==> config.mk <==
export PLATFORM = sky130hd
export DESIGN_NAME = prpf_root_port_flat
export DESIGN_NICKNAME = d
export VERILOG_FILES = /design/src/core/prpf_pkg.sv /design/src/core/prpf_link_if.sv /design/src/core/prpf_root_port.sv /design/src/flat_wrapper.sv
export SDC_FILE = /design/constraint.sdc
export NUM_CORES = 1
export LEC_CHECK = 0
export ABC_AREA = 0
export BUFFER_PORTS_ARGS = -buffer_cell sky130_fd_sc_hd__buf_4
export CAP_MARGIN = 20
export CORE_MARGIN = 2
export CORE_UTILIZATION = 40
export DETAILED_ROUTE_END_ITERATION = 16
export GPL_TIMING_DRIVEN = 0
export PLACE_DENSITY = 0.56
export SYNTH_ARGS = -nofsm -noshare
export SYNTH_HDL_FRONTEND = slang
export SYNTH_SLANG_ARGS = --single-unit
==> constraint.sdc <==
create_clock -name i_core_clk -period 3.74 [get_ports i_core_clk]
set_input_delay 0.561 -clock i_core_clk [delete_from_list [all_inputs] [get_ports i_core_clk]]
set_output_delay 0.561 -clock i_core_clk [all_outputs]
set_load 0.02 [all_outputs]
==> src/core/prpf_pkg.sv <==
// Shared constants and types for the root port feature block and its endpoint model
package prpf_pkg;
   localparam int          ADDR_W          = 16;
   localparam int          DATA_W          = 8;
   localparam logic [15:0] DBG_PORT_LO     = 16'h0080;
   localparam logic [15:0] DBG_PORT_HI     = 16'h008f;
   localparam int          LTR_W           = 16;
   localparam logic [15:0] LTR_RESET       = 16'hffff;
   localparam int          PPM_COMMON      = 600;
   localparam int          PPM_SPREAD      = 5600;
   localparam int          L1_EXIT_US_SEP  = 10;
   localparam int          L1_EXIT_US_COM  = 2;
   localparam logic [1:0]  VC_ID_ONLY      = 2'h0;
   localparam int          ARI_FUNC_W      = 8;
   // Wishbone register offsets (byte addresses)
   localparam logic [7:0]  REG_CTRL        = 8'h00;
   localparam logic [7:0]  REG_STATUS      = 8'h04;
   localparam logic [7:0]  REG_LTR         = 8'h08;
   localparam logic [7:0]  REG_ERR         = 8'h0c;
   localparam logic [7:0]  REG_CAPS        = 8'h10;
   localparam logic [7:0]  REG_ACS         = 8'h14;
   // Control register fields
   localparam int          CTRL_DBG_EN     = 0;
   localparam int          CTRL_SX_REQ     = 1;
   localparam int          CTRL_SPEED_REQ  = 2;
   localparam int          CTRL_ERR_CLR    = 3;
   // Link messages
   typedef enum logic [2:0] {
      PRPF_MSG_NONE     = 3'h0,
      PRPF_MSG_TURN_OFF = 3'h1,
      PRPF_MSG_TO_ACK   = 3'h2,
      PRPF_MSG_ENTER_L23= 3'h3,
      PRPF_MSG_LTR      = 3'h4,
      PRPF_MSG_WIDTH    = 3'h5,
      PRPF_MSG_SPEED    = 3'h6
   } prpf_msg_t;
   // Forwarded TLP kinds
   typedef enum logic [2:0] {
      PRPF_TLP_IO_RD  = 3'h0,
      PRPF_TLP_IO_WR  = 3'h1,
      PRPF_TLP_MEM_RD = 3'h2,
      PRPF_TLP_MEM_WR = 3'h3,
      PRPF_TLP_CPL    = 3'h4
   } prpf_tlp_t;
   typedef enum logic [1:0] {
      PRPF_ACS_ROUTE    = 2'h0,
      PRPF_ACS_BLOCK    = 2'h1,
      PRPF_ACS_REDIRECT = 2'h2
   } prpf_acs_t;
   typedef enum logic [1:0] {
      PRPF_PM_RUN  = 2'h0,
      PRPF_PM_TURN = 2'h1,
      PRPF_PM_WAIT = 2'h2,
      PRPF_PM_DONE = 2'h3
   } prpf_pm_t;
endpackage

==> src/core/prpf_link_if.sv <==
// Link between root port and downstream endpoint
`timescale 1ns/1ps
interface prpf_link_if;
   logic                        dn_valid;
   prpf_pkg::prpf_tlp_t         dn_kind;
   logic [prpf_pkg::ADDR_W-1:0] dn_addr;
   logic [prpf_pkg::DATA_W-1:0] dn_data;
   logic                        up_valid;
   logic [prpf_pkg::DATA_W-1:0] up_data;
   prpf_pkg::prpf_msg_t         dn_msg;
   prpf_pkg::prpf_msg_t         up_msg;
   logic [prpf_pkg::LTR_W-1:0]  up_ltr;
   logic                        sep_clk_mode;
   logic                        in_l23;
   modport rp (output dn_valid, dn_kind, dn_addr, dn_data, dn_msg, sep_clk_mode,
               input up_valid, up_data, up_msg, up_ltr, in_l23);
   modport ep (input dn_valid, dn_kind, dn_addr, dn_data, dn_msg, sep_clk_mode,
               output up_valid, up_data, up_msg, up_ltr, in_l23);
endinterface

==> src/core/prpf_root_port.sv <==
// Root port feature logic: sleep handshake, latency reports, debug port decode, routing
//
// Design decisions made here: the Wishbone register port and the address map.
`timescale 1ns/1ps
//
// Contract
// - Sleep request makes every port send turn-off
// - Endpoint acks, then requests L23 entry
// - Received turn-off ack causes no action
// - Sleep entry proceeds only after L23 reached
// - Latency reports accepted, passed to power manager
// - Endpoint reports latency at boot and change
// - Enabled port claims I/O 80h through 8Fh
// - Claim ignores I/O window and enable
// - Claimed debug cycles forwarded unmodified
// - Endpoint reads back last written value
// - Firmware enables claim on one port only
// - Spread mode tolerates about 5600 ppm offset
// - Separate clock mode is a static strap
// - No ASPM L0s in separate clock mode
// - L1 exit latency reports 10 us separately
// - No reduced-rate SKP generation or acceptance
// - Basic error handling with advanced reporting; code keeps only an unsupported-request flag in bit 0 of REG_ERR
// - Alternative routing-ID allows many functions
// - Access control routes, blocks or redirects TLPs
// - Never start width change; honour endpoint changes
// - Peer memory reads refused, writes allowed
// - Clock-request hot-plug, no containment, VC0 only
module prpf_root_port #(
   parameter int P_ACS_FUNCS = 256
) (
   input  wire logic                        i_core_clk,
   input  wire logic                        i_rst,
   input  wire logic                        i_sep_clk_strap,
   input  wire logic                        i_clkreq_n,
   // Fabric request toward the downstream link
   input  wire logic                        i_req_valid,
   input  wire prpf_pkg::prpf_tlp_t         i_req_kind,
   input  wire logic [prpf_pkg::ADDR_W-1:0] i_req_addr,
   input  wire logic [prpf_pkg::DATA_W-1:0] i_req_data,
   input  wire logic                        i_req_peer,
   input  wire logic [prpf_pkg::ARI_FUNC_W-1:0] i_req_func,
   input  wire logic [prpf_pkg::ADDR_W-1:0] i_io_base,
   input  wire logic [prpf_pkg::ADDR_W-1:0] i_io_limit,
   input  wire logic                        i_io_space_en,
   output logic                             o_req_blocked,
   output logic                             o_req_redirect,
   output logic                             o_rd_valid,
   output logic      [prpf_pkg::DATA_W-1:0] o_rd_data,
   output logic                             o_sx_proceed,
   output logic                             o_hotplug,
   // Wishbone classic slave
   input  wire logic                        i_wb_cyc,
   input  wire logic                        i_wb_stb,
   input  wire logic                        i_wb_we,
   input  wire logic [7:0]                  i_wb_adr,
   input  wire logic [3:0]                  i_wb_sel,
   input  wire logic [31:0]                 i_wb_dat,
   output logic      [31:0]                 o_wb_dat,
   output logic                             o_wb_ack,
   prpf_link_if.rp                          link
);
   if (P_ACS_FUNCS < 1 || P_ACS_FUNCS > 256) begin : g_bad_funcs
      $error("P_ACS_FUNCS out of range");
   end

   // Per-function access control: 0 route, 1 block, 2 redirect
   logic [1:0]                  acs_reg [P_ACS_FUNCS];
   logic                        dbg_en_reg, dbg_en_next;
   logic                        sep_reg, sep_next;
   logic                        strap_done_reg, strap_done_next;
   prpf_pkg::prpf_pm_t          pm_reg, pm_next;
   logic [prpf_pkg::LTR_W-1:0]  ltr_reg, ltr_next;
   logic [7:0]                  err_reg, err_next;
   logic                        spd_reg, spd_next;
   logic                        sx_reg, sx_next;
   logic [1:0]                  chg_reg, chg_next;
   logic                        dv_reg, dv_next;
   prpf_pkg::prpf_tlp_t         dk_reg, dk_next;
   logic [prpf_pkg::ADDR_W-1:0] da_reg, da_next;
   logic [prpf_pkg::DATA_W-1:0] dd_reg, dd_next;
   prpf_pkg::prpf_msg_t         dm_reg, dm_next;
   logic                        blk_reg, blk_next, red_reg, red_next;
   logic                        rv_reg, rv_next;
   logic [prpf_pkg::DATA_W-1:0] rdat_reg, rdat_next;
   logic                        hp_reg, hp_next;
   logic [31:0]                 wbd_reg, wbd_next;
   logic                        ack_reg, ack_next;
   logic                        wb_hit, dbg_hit, win_hit, fwd;
   prpf_pkg::prpf_acs_t         acs_sel;

   assign wb_hit  = i_wb_cyc && i_wb_stb && !ack_reg;
   assign dbg_hit = dbg_en_reg && i_req_addr >= prpf_pkg::DBG_PORT_LO
                    && i_req_addr <= prpf_pkg::DBG_PORT_HI;
   assign win_hit = i_io_space_en && i_req_addr >= i_io_base && i_req_addr <= i_io_limit;
   assign acs_sel = prpf_pkg::prpf_acs_t'(acs_reg[i_req_func]);

   always_comb begin
      dbg_en_next     = dbg_en_reg;
      sep_next        = sep_reg;
      strap_done_next = 1'b1;
      pm_next         = pm_reg;
      ltr_next        = ltr_reg;
      err_next        = err_reg;
      spd_next        = 1'b0;
      chg_next        = chg_reg;
      dv_next         = 1'b0;
      dk_next         = dk_reg;
      da_next         = da_reg;
      dd_next         = dd_reg;
      dm_next         = prpf_pkg::PRPF_MSG_NONE;
      blk_next        = 1'b0;
      red_next        = 1'b0;
      rv_next         = link.up_valid;
      rdat_next       = link.up_data;
      hp_next         = !i_clkreq_n; // Presence via clock request
      wbd_next        = 32'h0000_0000;
      ack_next        = wb_hit;
      fwd             = 1'b0;
      // Strap caught once after reset, then frozen
      if (!strap_done_reg) begin
         sep_next = i_sep_clk_strap;
      end
      // Forward with no alteration; debug port claim bypasses window and enable
      if (i_req_valid) begin
         case (i_req_kind)
            prpf_pkg::PRPF_TLP_IO_RD, prpf_pkg::PRPF_TLP_IO_WR: begin
               fwd = dbg_hit || win_hit;
            end
            prpf_pkg::PRPF_TLP_MEM_RD: begin
               fwd = !i_req_peer;
            end
            default: begin
               fwd = 1'b1;
            end
         endcase
         if (fwd && acs_sel == prpf_pkg::PRPF_ACS_BLOCK) begin
            blk_next = 1'b1;
         end else if (fwd && acs_sel == prpf_pkg::PRPF_ACS_REDIRECT && i_req_peer) begin
            red_next = 1'b1;
         end else if (fwd) begin
            dv_next = 1'b1;
            dk_next = i_req_kind;
            da_next = i_req_addr;
            dd_next = i_req_data;
         end else begin
            blk_next = 1'b1;
            err_next[0] = 1'b1; // Unsupported request logged
         end
      end
      // Sleep handshake
      case (pm_reg)
         prpf_pkg::PRPF_PM_RUN: begin
            if (wb_hit && i_wb_we && i_wb_adr == prpf_pkg::REG_CTRL && i_wb_sel[0]
                && i_wb_dat[prpf_pkg::CTRL_SX_REQ]) begin
               pm_next = prpf_pkg::PRPF_PM_TURN;
            end
         end
         prpf_pkg::PRPF_PM_TURN: begin
            dm_next = prpf_pkg::PRPF_MSG_TURN_OFF;
            pm_next = prpf_pkg::PRPF_PM_WAIT;
         end
         prpf_pkg::PRPF_PM_WAIT: begin
            if (link.in_l23) begin
               pm_next = prpf_pkg::PRPF_PM_DONE;
            end
         end
         prpf_pkg::PRPF_PM_DONE: begin
            pm_next = prpf_pkg::PRPF_PM_DONE;
         end
         default: begin
            pm_next = prpf_pkg::PRPF_PM_RUN;
         end
      endcase
      sx_next = (pm_next == prpf_pkg::PRPF_PM_DONE);
      // Turn-off ack deliberately ignored
      case (link.up_msg)
         prpf_pkg::PRPF_MSG_LTR: begin
            ltr_next = link.up_ltr;
         end
         prpf_pkg::PRPF_MSG_WIDTH, prpf_pkg::PRPF_MSG_SPEED: begin
            chg_next = chg_reg + 2'h1; // Endpoint-led change honoured
         end
         default: begin
            chg_next = chg_reg;
         end
      endcase
      // Only speed changes may be started here; width never
      if (wb_hit && i_wb_we && i_wb_adr == prpf_pkg::REG_CTRL && i_wb_sel[0]) begin
         dbg_en_next = i_wb_dat[prpf_pkg::CTRL_DBG_EN];
         spd_next    = i_wb_dat[prpf_pkg::CTRL_SPEED_REQ];
         if (i_wb_dat[prpf_pkg::CTRL_ERR_CLR]) begin
            err_next[0] = 1'b0;
         end
      end
      if (spd_reg && pm_reg == prpf_pkg::PRPF_PM_RUN && dm_next == prpf_pkg::PRPF_MSG_NONE) begin
         dm_next = prpf_pkg::PRPF_MSG_SPEED;
      end
      // Set beats clear for the error flag
      if (i_req_valid && !fwd) begin
         err_next[0] = 1'b1;
      end
      if (wb_hit && !i_wb_we) begin
         case (i_wb_adr)
            prpf_pkg::REG_CTRL:   wbd_next = {31'h0, dbg_en_reg};
            prpf_pkg::REG_STATUS: wbd_next = {26'h0, chg_reg, hp_reg, sep_reg, pm_reg};
            prpf_pkg::REG_LTR:    wbd_next = {16'h0, ltr_reg};
            prpf_pkg::REG_ERR:    wbd_next = {24'h0, err_reg};
            // Caps: VC id, L0s only without separate clock / no reduced SKP / no containment, L1 exit us
            prpf_pkg::REG_CAPS:   wbd_next = {16'h0, 6'h0, prpf_pkg::VC_ID_ONLY,
                                   2'h0, !sep_reg, 1'b0,
                                   sep_reg ? 4'(prpf_pkg::L1_EXIT_US_SEP)
                                           : 4'(prpf_pkg::L1_EXIT_US_COM)};
            default:              wbd_next = 32'h0000_0000;
         endcase
      end
   end

   always_ff @(posedge i_core_clk) begin
      if (i_rst) begin
         dbg_en_reg     <= 1'b0;
         sep_reg        <= 1'b0;
         strap_done_reg <= 1'b0;
         pm_reg         <= prpf_pkg::PRPF_PM_RUN;
         ltr_reg        <= prpf_pkg::LTR_RESET;
         err_reg        <= 8'h00;
         spd_reg        <= 1'b0;
         sx_reg         <= 1'b0;
         chg_reg        <= 2'h0;
         dv_reg         <= 1'b0;
         dk_reg         <= prpf_pkg::PRPF_TLP_IO_RD;
         da_reg         <= 16'h0000;
         dd_reg         <= 8'h00;
         dm_reg         <= prpf_pkg::PRPF_MSG_NONE;
         blk_reg        <= 1'b0;
         red_reg        <= 1'b0;
         rv_reg         <= 1'b0;
         rdat_reg       <= 8'h00;
         hp_reg         <= 1'b0;
         wbd_reg        <= 32'h0000_0000;
         ack_reg        <= 1'b0;
      end else begin
         dbg_en_reg     <= dbg_en_next;
         sep_reg        <= sep_next;
         strap_done_reg <= strap_done_next;
         pm_reg         <= pm_next;
         ltr_reg        <= ltr_next;
         err_reg        <= err_next;
         spd_reg        <= spd_next;
         sx_reg         <= sx_next;
         chg_reg        <= chg_next;
         dv_reg         <= dv_next;
         dk_reg         <= dk_next;
         da_reg         <= da_next;
         dd_reg         <= dd_next;
         dm_reg         <= dm_next;
         blk_reg        <= blk_next;
         red_reg        <= red_next;
         rv_reg         <= rv_next;
         rdat_reg       <= rdat_next;
         hp_reg         <= hp_next;
         wbd_reg        <= wbd_next;
         ack_reg        <= ack_next;
      end
   end

   // ACS table reset to route-normally; writes through REG_ACS, function index in data bits 15:8
   genvar g;
   for (g = 0; g < P_ACS_FUNCS; g++) begin : g_acs
      always_ff @(posedge i_core_clk) begin
         if (i_rst) begin
            acs_reg[g] <= 2'h0;
         end else if (wb_hit && i_wb_we && i_wb_adr == prpf_pkg::REG_ACS
                      && i_wb_dat[15:8] == 8'(g)) begin
            acs_reg[g] <= i_wb_dat[1:0];
         end
      end
   end

   // Spread-spectrum tolerance is analog; mode is only exported
   assign link.sep_clk_mode = sep_reg;
   assign link.dn_valid = dv_reg;
   assign link.dn_kind  = dk_reg;
   assign link.dn_addr  = da_reg;
   assign link.dn_data  = dd_reg;
   assign link.dn_msg   = dm_reg;
   assign o_req_blocked  = blk_reg;
   assign o_req_redirect = red_reg;
   assign o_rd_valid     = rv_reg;
   assign o_rd_data      = rdat_reg;
   assign o_sx_proceed   = sx_reg;
   assign o_hotplug      = hp_reg;
   assign o_wb_dat       = wbd_reg;
   assign o_wb_ack       = ack_reg;
endmodule // prpf_root_port

==> src/flat_wrapper.sv <==
// flat-port wrapper written by rule: the top's interface ports become plain ports
module prpf_root_port_flat 
#(
   parameter int P_ACS_FUNCS = 256
)
  (i_core_clk, i_rst, i_sep_clk_strap, i_clkreq_n, i_req_valid, i_req_kind, i_req_addr, i_req_data, i_req_peer, i_req_func, i_io_base, i_io_limit, i_io_space_en, o_req_blocked, o_req_redirect, o_rd_valid, o_rd_data, o_sx_proceed, o_hotplug, i_wb_cyc, i_wb_stb, i_wb_we, i_wb_adr, i_wb_sel, i_wb_dat, o_wb_dat, o_wb_ack, link_dn_valid, link_dn_kind, link_dn_addr, link_dn_data, link_dn_msg, link_sep_clk_mode, link_up_valid, link_up_data, link_up_msg, link_up_ltr, link_in_l23);
  prpf_link_if link_i ();
  input  wire logic i_core_clk;
  input  wire logic i_rst;
  input  wire logic i_sep_clk_strap;
  input  wire logic i_clkreq_n;
  input  wire logic i_req_valid;
  input  wire prpf_pkg::prpf_tlp_t i_req_kind;
  input  wire logic [prpf_pkg::ADDR_W-1:0] i_req_addr;
  input  wire logic [prpf_pkg::DATA_W-1:0] i_req_data;
  input  wire logic i_req_peer;
  input  wire logic [prpf_pkg::ARI_FUNC_W-1:0] i_req_func;
  input  wire logic [prpf_pkg::ADDR_W-1:0] i_io_base;
  input  wire logic [prpf_pkg::ADDR_W-1:0] i_io_limit;
  input  wire logic i_io_space_en;
  output logic o_req_blocked;
  output logic o_req_redirect;
  output logic o_rd_valid;
  output logic      [prpf_pkg::DATA_W-1:0] o_rd_data;
  output logic o_sx_proceed;
  output logic o_hotplug;
  input  wire logic i_wb_cyc;
  input  wire logic i_wb_stb;
  input  wire logic i_wb_we;
  input  wire logic [7:0] i_wb_adr;
  input  wire logic [3:0] i_wb_sel;
  input  wire logic [31:0] i_wb_dat;
  output logic      [31:0] o_wb_dat;
  output logic o_wb_ack;
  output wire logic [$bits(link_i.dn_valid)-1:0] link_dn_valid;
  output wire logic [$bits(link_i.dn_kind)-1:0] link_dn_kind;
  output wire logic [$bits(link_i.dn_addr)-1:0] link_dn_addr;
  output wire logic [$bits(link_i.dn_data)-1:0] link_dn_data;
  output wire logic [$bits(link_i.dn_msg)-1:0] link_dn_msg;
  output wire logic [$bits(link_i.sep_clk_mode)-1:0] link_sep_clk_mode;
  input wire logic [$bits(link_i.up_valid)-1:0] link_up_valid;
  input wire logic [$bits(link_i.up_data)-1:0] link_up_data;
  input wire logic [$bits(link_i.up_msg)-1:0] link_up_msg;
  input wire logic [$bits(link_i.up_ltr)-1:0] link_up_ltr;
  input wire logic [$bits(link_i.in_l23)-1:0] link_in_l23;
  assign link_dn_valid = link_i.dn_valid;
  assign link_dn_kind = link_i.dn_kind;
  assign link_dn_addr = link_i.dn_addr;
  assign link_dn_data = link_i.dn_data;
  assign link_dn_msg = link_i.dn_msg;
  assign link_sep_clk_mode = link_i.sep_clk_mode;
  assign link_i.up_valid = link_up_valid;
  assign link_i.up_data = link_up_data;
  assign link_i.up_msg = link_up_msg;
  assign link_i.up_ltr = link_up_ltr;
  assign link_i.in_l23 = link_in_l23;
  prpf_root_port #(.P_ACS_FUNCS(P_ACS_FUNCS)) u_core (.i_core_clk(i_core_clk), .i_rst(i_rst), .i_sep_clk_strap(i_sep_clk_strap), .i_clkreq_n(i_clkreq_n), .i_req_valid(i_req_valid), .i_req_kind(i_req_kind), .i_req_addr(i_req_addr), .i_req_data(i_req_data), .i_req_peer(i_req_peer), .i_req_func(i_req_func), .i_io_base(i_io_base), .i_io_limit(i_io_limit), .i_io_space_en(i_io_space_en), .o_req_blocked(o_req_blocked), .o_req_redirect(o_req_redirect), .o_rd_valid(o_rd_valid), .o_rd_data(o_rd_data), .o_sx_proceed(o_sx_proceed), .o_hotplug(o_hotplug), .i_wb_cyc(i_wb_cyc), .i_wb_stb(i_wb_stb), .i_wb_we(i_wb_we), .i_wb_adr(i_wb_adr), .i_wb_sel(i_wb_sel), .i_wb_dat(i_wb_dat), .o_wb_dat(o_wb_dat), .o_wb_ack(o_wb_ack), .link(link_i));
endmodule
## Yosys cells after proc, flatten, opt, wreduce, memory -nomap -nowiden

Memories as Yosys holds them, arrays and structs flattened.
Index checks and enable logic that the tools add are counted.

| operators by class | value |
|---|---|
| $add $sub $neg | 1 |
| $lt $le $gt $ge | 4 |
| equal/unequal tests | 271 |
| multiplexer cells | 1,049 |
| bitwise operators | 261 |
| reductions and logical operators | 295 |

Operators with widths:

| cell | number |
|---|---|
| $eq 8x8->1 const B | 128 |
| $mux 1 | 786 |
| $mux 2 | 258 |
| $eq 8x7->1 const B | 64 |
| $logic_and 1x1->1 | 274 |
| $eq 8x6->1 const B | 32 |
| $or 1x1->1 | 256 |
| $eq 8x5->1 const B | 18 |
| $eq 8x4->1 const B | 10 |
| $pmux 16 s5 | 1 |
| $eq 8x3->1 const B | 5 |
| $eq 8x2->1 const B | 2 |
| $ge 16x16->1 | 1 |
| $ge 16x8->1 const B | 1 |
| $le 16x16->1 | 1 |
| $le 16x8->1 const B | 1 |
| $logic_not 8->1 | 2 |
| $reduce_or 2->1 | 6 |
| $eq 3x3->1 const B | 3 |
| $eq 2x2->1 const B | 4 |
| $eq 8x1->1 const B | 1 |
| $pmux 2 s4 | 1 |
| $logic_not 1->1 | 6 |
| $logic_not 3->1 | 2 |
| 13 further kinds | 18 |

| word-level totals | value |
|---|---|
| register bits after elaboration | 102 |
| memory bits (writable) | 512 |
| input bits | 150 |
| memories | 1 |

Memory list:

| memory | words | width | read ports | clocked after Yosys merged registers in | wr ports | RTL line | source |
|---|---|---|---|---|---|---|---|
| u_core.acs_reg | 256 | 2 | 1 | 0 | 256 | prpf_root_port.sv:68 | `logic [1:0] acs_reg [P_ACS_FUNCS];` |

## Longest topological paths before layout

Gate-level depths: netlist of run 1.

| depth | value |
|---|---|
| depth after elaboration | 14 |
| gate-level depth with buffers | 14 |
| mapped depth without buffers | 11 |

## Least setup slack after synthesis of run 1

OpenSTA, ideal clock, no wires.

| timing | value |
|---|---|
| path kind | input -> register |
| start | input i_req_func[0] in the netlist's numbering |
| end | register u_core.dd_reg (netlist bit u_core.link.dn_data[1]) |
| arrival time | 3.249 ns |
| required time | 3.668 ns |
| path slack | 0.420 ns |
| stages on the path | 13 |
| cells stage by stage | buf_2 > buf_2 > mux4_2 > a22oi_1 > a21oi_1 > nor4_1 > o22ai_1 > nor3_2 > nor3b_2 > and3b_1 > buf_6 > buf_6 > mux2i_1 |

| between the ends | value |
|---|---|
| cells in the longest elaborated chain, start to end | 6 |
| elaborated cells on any way between the ends | 9 |
| classes of those cells | 2 x eq/ne; 2 x bitwise; 4 x reduce/logical; 1 x memory |

Ends and longest elaborated chain:

| item | RTL line | source |
|---|---|---|
| start: declaration | flat_wrapper.sv:17 | `input wire logic [prpf_pkg::ARI_FUNC_W-1:0] i_req_func;` |
| $mem_v2 256x2 * | -- |  |
| $eq 2x2->1 | prpf_root_port.sv:139 | `end else if (fwd && acs_sel == prpf_pkg::PRPF_ACS_REDIRECT && i_req_peer) begin` |
| $logic_and 1x1->1 (2 in series) | prpf_root_port.sv:139 |  |
| $not 1->1 (no source line) | -- |  |
| $reduce_and 4->1 (no source line) * | -- |  |
| end signal: assignment | prpf_root_port.sv:255 | `dd_reg <= dd_next;` |
| end: declaration | prpf_root_port.sv:81 | `logic [prpf_pkg::DATA_W-1:0] dd_reg, dd_next;` |

Mark *: on every way between the ends. The rest lies on a longest branch, timed or not.
A chain may end at the register's enable or synchronous reset.

## Final worst setup path of run 1

| timing | value |
|---|---|
| start | input i_req_func[1] in the netlist's numbering |
| end | register u_core.dd_reg (netlist bit u_core.link.dn_data[7]) |

The elaborated chain is that of the path after synthesis.

==> impl_results.md, run 1 <==
- Final hold violations: 0
- 1st-iter DRT viols: about 3400
- TritonCTS buffer count: 66
- Critical path class: input port to flip-flop
- CTS Hold Bufs: 0
- Unrepaired setup endpoints after global routing: no
- Post-route cell area: ~33000 sq um
- Comb power frac: between 8 and 9%
- Final worst slack: between 15 and 20 ps
- DRC viols: 0
- Cell taking the most area after synthesis: edfxtp_1
- Max Fanout on Critical Path: 10
- Setup Viol. Count Final: 0
- Peak supply drop: roughly 320 uV
- Worst path arrival time: 4270 ps
- LEAKAGE: between 10 and 15 nW
- Synth area leaders: edfxtp_1, mux4_2, nor2_1
- Commonest cells in the netlist: nor2_1, edfxtp_1, nand2_1
- DR WL/cell: between 20 and 30 microns
- Gpl congestion: around 0.94
- CTS tree: yes
- Max Slew Vio Count: 0
- Via count: 22200
- Sw Share: between 20% and 30%
- Worst-Skew Late Latency: 630 ps
- Initial antenna violation count: 6
- Top_reg_cell synth: edfxtp_1
- Cells after Synth: 2443
- First-pass GRT wire length: approximately 150000 microns
- Synthesized area per cell: ~11 sq um
- R2r endpoint: u_core.acs_reg[124][1]
- Clock Skew: ~18 ps
- Final worst-path cycle share: between 90 and 100%
- Number of enable flip-flop cells after synthesis: roughly 500
- Die height: about 270 microns
- Crit path time final: approximately 3700 ps
- Yosys warnings: 0
- Req. time, crit path: between 4000 and 5000 ps
- Top-count cell post-synth: nor2_1
- CP top delay family: buffers and inverters
- Port Buffer Count: between 150 and 200
- Synth unique cells: 55
- Clk network pwr share: 43.0%
- Ports: 228
- Routed Antenna Nets: 0
- Initial Util: slightly above 40%
- Max reg flops: 512
- Worst Tran Pin Value: 1310 ps
- CP endpoint kind: flip-flop
- CTS Buffer Depth: 3
- Synth-to-Final Area Change: 19.5%
- Power Density: roughly 470 nW/um^2
- Cell Chain, Critical Path: clkbuf_2, clkbuf_1, buf_8, mux4_2, a22oi_1, a21oi_1, nor4_2, o22ai_1, nor3_4, nor3b_2, and3b_1, buf_6, buf_6, mux2i_1
- Vias in the first global route: around 22000
- R2R cell count: 8
- FF+latch count, synth: around 600
- Hold-critical path depth: 2
- Cell-internal power: approximately 12 mW
- Hpwl dp: around 76000 microns
- Crit start category: input port
- Rows: 97
- Area after DPL: around 31000 sq um
- Worst hold path class: input port to flip-flop
- Synthesized area: ~28000 sq um
- Wirelength, routed: roughly 110000 microns
- Clock transition at the registers of the reported paths: around 60 ps
- R2R Path Start: u_core.o_wb_ack
- Min-Delay Endpoint: u_core.o_hotplug
- GRT Util Overall: a little under a third
- Fin nets: 2920
- Vias/cell: 5.94
- CTS Sinks: just under 600
- Placement Setup Slack: -1560 ps
- Post-synthesis sequential area ratio: between 60% and 70%
- Post-synth top area share: a little over half
- Die X: between 200 and 300 microns
- Flop pwr share: around half
- Slowest stage cell, crit path: clkbuf_1
- Setup Buffers After CTS: 0
- Worst path most repeated cell: buf_6
- Max-Cap Viols: 0
- Share of cells above drive strength 1: 18.6%
- Register-to-register setup slack: ~110 ps
- CP Buf/Inv Count: 5
- Gr ovfl total: 0
- Root Buffer: clkbuf_16
- Core area: about 70000 sq um
- Critical path's largest stage delay: around 500 ps
- Net switching power: ~3.7 mW
- Die area: ~72000 sq um
- Pre-antenna DRT Iters: 6
- Hold_sp: i_clkreq_n
- Number of H-tree levels: 3
- Largest net degree at the start of global routing: 14
- Share of flip-flops with an asynchronous set or reset: 0%
- Maximum clock frequency: ~270 MHz
- Max_slew headroom: between 10 and 15%
- Status: finished clean
what timing repair did:
action                                  in CTS  in global routing
resized for setup                           34                 44
pin swaps                                    0                  3
endpoints found under the setup margin      30                 20
area by class of cell:
class                   count  area, sq um
flip-flops and latches    597        17100
fillers                  6378        36200
repair buffers            212         1800
multi-input cells        1585         9900
inverters                  37          139
diodes                      2         5.00
plain buffers             239         1190
clock inverters            18          154
clock buffers              99         2060
well taps                 940         1180
power groups by stage:
stage	Sequential (mW)	Clock [mW]	Combinational (mW)
6_report	7.54	6.75	1.40
5_1_grt	7.56	7.01	1.47
4_1_cts	7.54	6.74	1.36
3_5_place_dp	7.68	0	1.35
3_3_place_gp	7.67	0	1.32
2_1_floorplan	7.69	0	0.743
how the worst max path moves through the flow:
stage | from | end | slack (ps) | depth (start not counted)
6_report | i_req_func[1] | u_core.link.dn_data[7] | 20 | 14
5_1_grt | i_req_func[0] | u_core.link.dn_data[6] | 2 | 14
4_1_cts | i_req_func[1] | u_core.link.dn_data[7] | 40 | 15
3_5_place_dp | i_req_func[1] | u_core.link.dn_data[4] | -1560 | 14
3_3_place_gp | i_req_func[1] | u_core.link.dn_kind[0] | -1710 | 13
2_1_floorplan | i_req_func[0] | u_core.link.dn_data[1] | 420 | 13
stage by stage:
step / hold WS [ps] / std cells / TNS, ps / util, % / total power, mW
3_5_place_dp: 442 / 3604 / -45360 / 44.5 / 9.03
6_report: 97.3 / 3729 / 0 / 48.1 / 15.7
5_1_grt: 108 / 3727 / 0 / 48.1 / 16.0
4_1_cts: 78.6 / 3721 / 0 / 47.8 / 15.6
2_1_floorplan: 429 / 2458 / 0 / - / 8.43
3_3_place_gp: 441 / 3579 / -151230 / 43.9 / 8.98
worst register-to-register path: stages, from the launching register on:
cell,delay [ps]
dfxtp_1,350
nand3b_1,250
nor4_1,450
nand3_1,200
nor3_1,490
nand3_1,200
clkbuf_1,550
clkbuf_1,700
nor2_1,280
cells in the final DEF, fill, tap and decap left out, types with 4 or more instances in the layout:
cell and n:
nor3b_1 5, o21ai_0 103, edfxtp_1 512, clkbuf_8 8, buf_6 19, ha_1 32, nor3_2 6, buf_2 6
inv_1 36, nand4_1 5, nor3_1 11, mux2i_1 45, a21o_1 4, clkinv_1 11, buf_8 20, a21oi_1 46
clkbuf_1 186, mux4_1 8, or2_2 6, clkbuf_16 75, and2_1 13, clkinv_2 4, nor4_1 8, nor2b_1 21
clkbuf_4 8, a22oi_1 67, nand3_1 11, clkbuf_2 13, conb_1 16, nor2_1 544, dfxtp_1 85, nor2_2 11
mux4_2 121, buf_4 204, nor4_2 5, buf_1 5, nand2_1 449, nand2b_1 13
metal layers:
layer | vias to the layer above | GRT usage [%] | wire length, microns
met2 | 1754 | 46.5 | 48600
met4 | 8 | 13.3 | 5050
met5 | - | 0 | 56
li1 | 9161 | - | -
met1 | 10900 | 39.1 | 39500
met3 | 313 | 9.99 | 15700
kinds of logic after synthesis:
kind of cell	synth area share, %
AOI/OAI and AO/OA	5.07
xor gates and xnor gates	0.0938
adders and majority gates	1.43
buffers and inverters	4.25
DFF	61.0
muxes	12.1
other	0.0134
and+or+nand+nor	16.1
(Power assumes the default switching activity.)
==> run 2: changes to the inputs <==
==> constraint.sdc (replaced) <==
create_clock -name i_core_clk -period 3.74 [get_ports i_core_clk]
set_input_delay 0 -clock i_core_clk [delete_from_list [all_inputs] [get_ports i_core_clk]]
set_output_delay 0 -clock i_core_clk [all_outputs]
set_load 0.02 [all_outputs]
==> run 2 against run 1 <==
Compared with the run above:
- the run now ends with negative setup slack left
- critical path type unchanged
- highest routed layer unchanged
- critical path depth decreased by 2
- worst setup slack got worse by 130 ps
- clock power about the same
- clock skew decreased by 1.0 ps
- worst hold slack got worse by 74 ps
- non-clock buffer count increased by 94
- cell count increased by 2.6%
- register-to-register slack got worse by 30 ps
- final area increased by 2.5%
- wire length increased by 1.0%
- largest power group unchanged
==> impl_results.md, run 2 (synthesized netlist as in run 1, its figures left out) <==
- Die area: 72200 sq um (unchanged)
- DR WL/cell: 28.8 microns (was 29.2 microns)
- Final Non-Filler Cells: 3825 (was 3729)
- Gpl congestion: 0.944 (unchanged)
- Gr ovfl total: 0 (unchanged)
- Number of H-tree levels: 3 (unchanged)
- Clock transition at the registers of the reported paths: 60 ps (about the same)
- Placement Setup Slack: -1000 ps (was -1560 ps)
- Tot Pwr: 15.7 mW (about the same)
- Max Fanout on Critical Path: 10 (unchanged)
- Wirelength, routed: 110000 microns (was 109000 microns)
- Max_slew headroom: 14.5% (was 12.4%)
- Maximum clock frequency: 259 MHz (was 268 MHz)
- Root Buffer: clkbuf_16 (unchanged)
- Final worst slack: -114 ps (was 15.2 ps)
- Pre-antenna DRT Iters: 7 (was 6)
- Failing checks: negative setup slack
- TritonCTS buffer count: 66 (unchanged)
- Die X: 269 microns (unchanged)
- Worst Tran Pin Value: 1280 ps (was 1310 ps)
- Critical path class: input port to flip-flop (unchanged)
- Routed Antenna Nets: 0 (unchanged)
- Largest net degree at the start of global routing: 14 (unchanged)
- Req. time, crit path: 4300 ps (was 4280 ps)
- Most frequent cells in the layout: nor2_1, edfxtp_1, nand2_1, buf_4, clkbuf_1 (unchanged)
- Final hold violations: 0 (unchanged)
- Port Buffer Count: 181 (unchanged)
- Max-Cap Viols: 0 (unchanged)
- Vias/cell: 5.91 (was 5.94)
- Peak supply drop: 325 uV (was 318 uV)
- Placed cell count: 3604 (unchanged)
- Initial antenna violation count: 4 (was 6)
- Final worst-path cycle share: 103% (was 99.6%)
- Clock Skew: 17.5 ps (was 18.5 ps)
- Hpwl dp: 76200 microns (unchanged)
- Setup Buffers After CTS: 0 (unchanged)
- Share of cells above drive strength 1: 17.6% (was 18.6%)
- TNS Setup: -114 ps (was 0 ps)
- Rows: 97 (unchanged)
- Die height: 269 microns (unchanged)
- Worst hold path class: input port to flip-flop (unchanged)
- Setup Viol. Count Final: 1 (was 0)
- Unrepaired setup endpoints after global routing: yes (was no)
- Most common cell after layout, fill and taps aside: nor2_1 (unchanged)
- Ports: 228 (unchanged)
- Core area: 69700 sq um (unchanged)
- Crit start category: input port (unchanged)
- LEAKAGE: 12.1 nW (was 11.8 nW)
- 1st-iter DRT viols: 3386 (was 3440)
- Fillers: 6270 (was 6378)
- Max Slew Vio Count: 0 (unchanged)
- Via count: 22600 (was 22200)
- Worst-Skew Late Latency: 620 ps (was 630 ps)
- Crit path time final: 3850 ps (was 3720 ps)
- CTS Sinks: 597 (unchanged)
- CP endpoint kind: flip-flop (unchanged)
- Max reg flops: 512 (unchanged)
- Power Density: 459 nW/um^2 (was 468 nW/um^2)
- Vias in the first global route: 22000 (was 21500)
- CTS Buffer Depth: 3 (unchanged)
- CTS tree: yes (unchanged)
- DRC viols: 0 (unchanged)
- Hold slack: 23.7 ps (was 97.3 ps)
- First-pass GRT wire length: 153000 microns (was 152000 microns)
- GRT Util Overall: 30.5% (was 30.2%)
- Status: complete, but fails checks (was finished clean)
- Fin nets: 3014 (was 2920)
- Worst path arrival time: 4410 ps (was 4270 ps)
- Initial Util: 40.2% (unchanged)
- Synth-to-Final Area Change: 22.5% (was 19.5%)
## run 2: layout make-up
| type | instances | area [sq um] | area share, % |
|---|---|---|---|
| clock buffers | 99 | 2060 | 6.00 |
| plain buffers | 238 | 1090 | 3.17 |
| diodes | 4 | 10.0 | 0.0292 |
| flip-flops and latches | 597 | 17100 | 49.8 |
| inverters | 37 | 139 | 0.405 |
| well taps | 940 | 1180 | 3.43 |
| repair buffers | 307 | 2740 | 7.99 |
| multi-input cells | 1585 | 9880 | 28.8 |
| clock inverters | 18 | 154 | 0.448 |
## run 2: per-stage QoR
step | instance area, sq um | util (%)
after floorplan | 28100 | -
after global placement | 30600 | 43.9
after detailed placement | 31000 | 44.5
after CTS | 34200 | 49.1
after global routing | 34300 | 49.2
final | 34300 | 49.3
## run 2: metal layers
metal,track usage (%),share of wire [%],vias to the layer above
met5,0,0.022,-
met4,13.1,4.5,4
met3,9.64,14,305
met2,47.5,45,1816
met1,39.4,36,11100
li1,-,-,9355
## run 2: what timing repair did
item,4_1_cts,5_1_grt
resized for setup,6,33
hold buffers,96,0
hold endpoints to repair,71,0
setup endpoints to repair,28,62
## run 2: final timing paths
path                     startpoint                     to  slack (ps)  depth (start not counted)
max                   i_req_func[3]  u_core.o_req_redirect        -110                         12
min                  link_up_msg[1]      u_core.ltr_reg[0]          20                          5
max reg2reg  u_core.acs_reg[237][0]  u_core.o_req_redirect          80                          9
min reg2reg       u_core.ltr_reg[7]     u_core.o_wb_dat[7]         460                          1
## run 2: where the power goes
group,switching (mW),total [mW],internal [mW]
combinational,0.863,1.46,0.595
sequential,0.0846,7.54,7.46
clock,2.74,6.74,4.00
## run 2: worst max-delay path, stage by stage
cell	delay, ps
buf_4	110
nor2b_1	410
buf_1	940
clkbuf_2	660
a22oi_1	230
a21oi_1	320
nor4_1	170
nor2_1	250
nor3_2	160
nor3b_2	230
nor4bb_1	320
dlygate4sd3_1	600
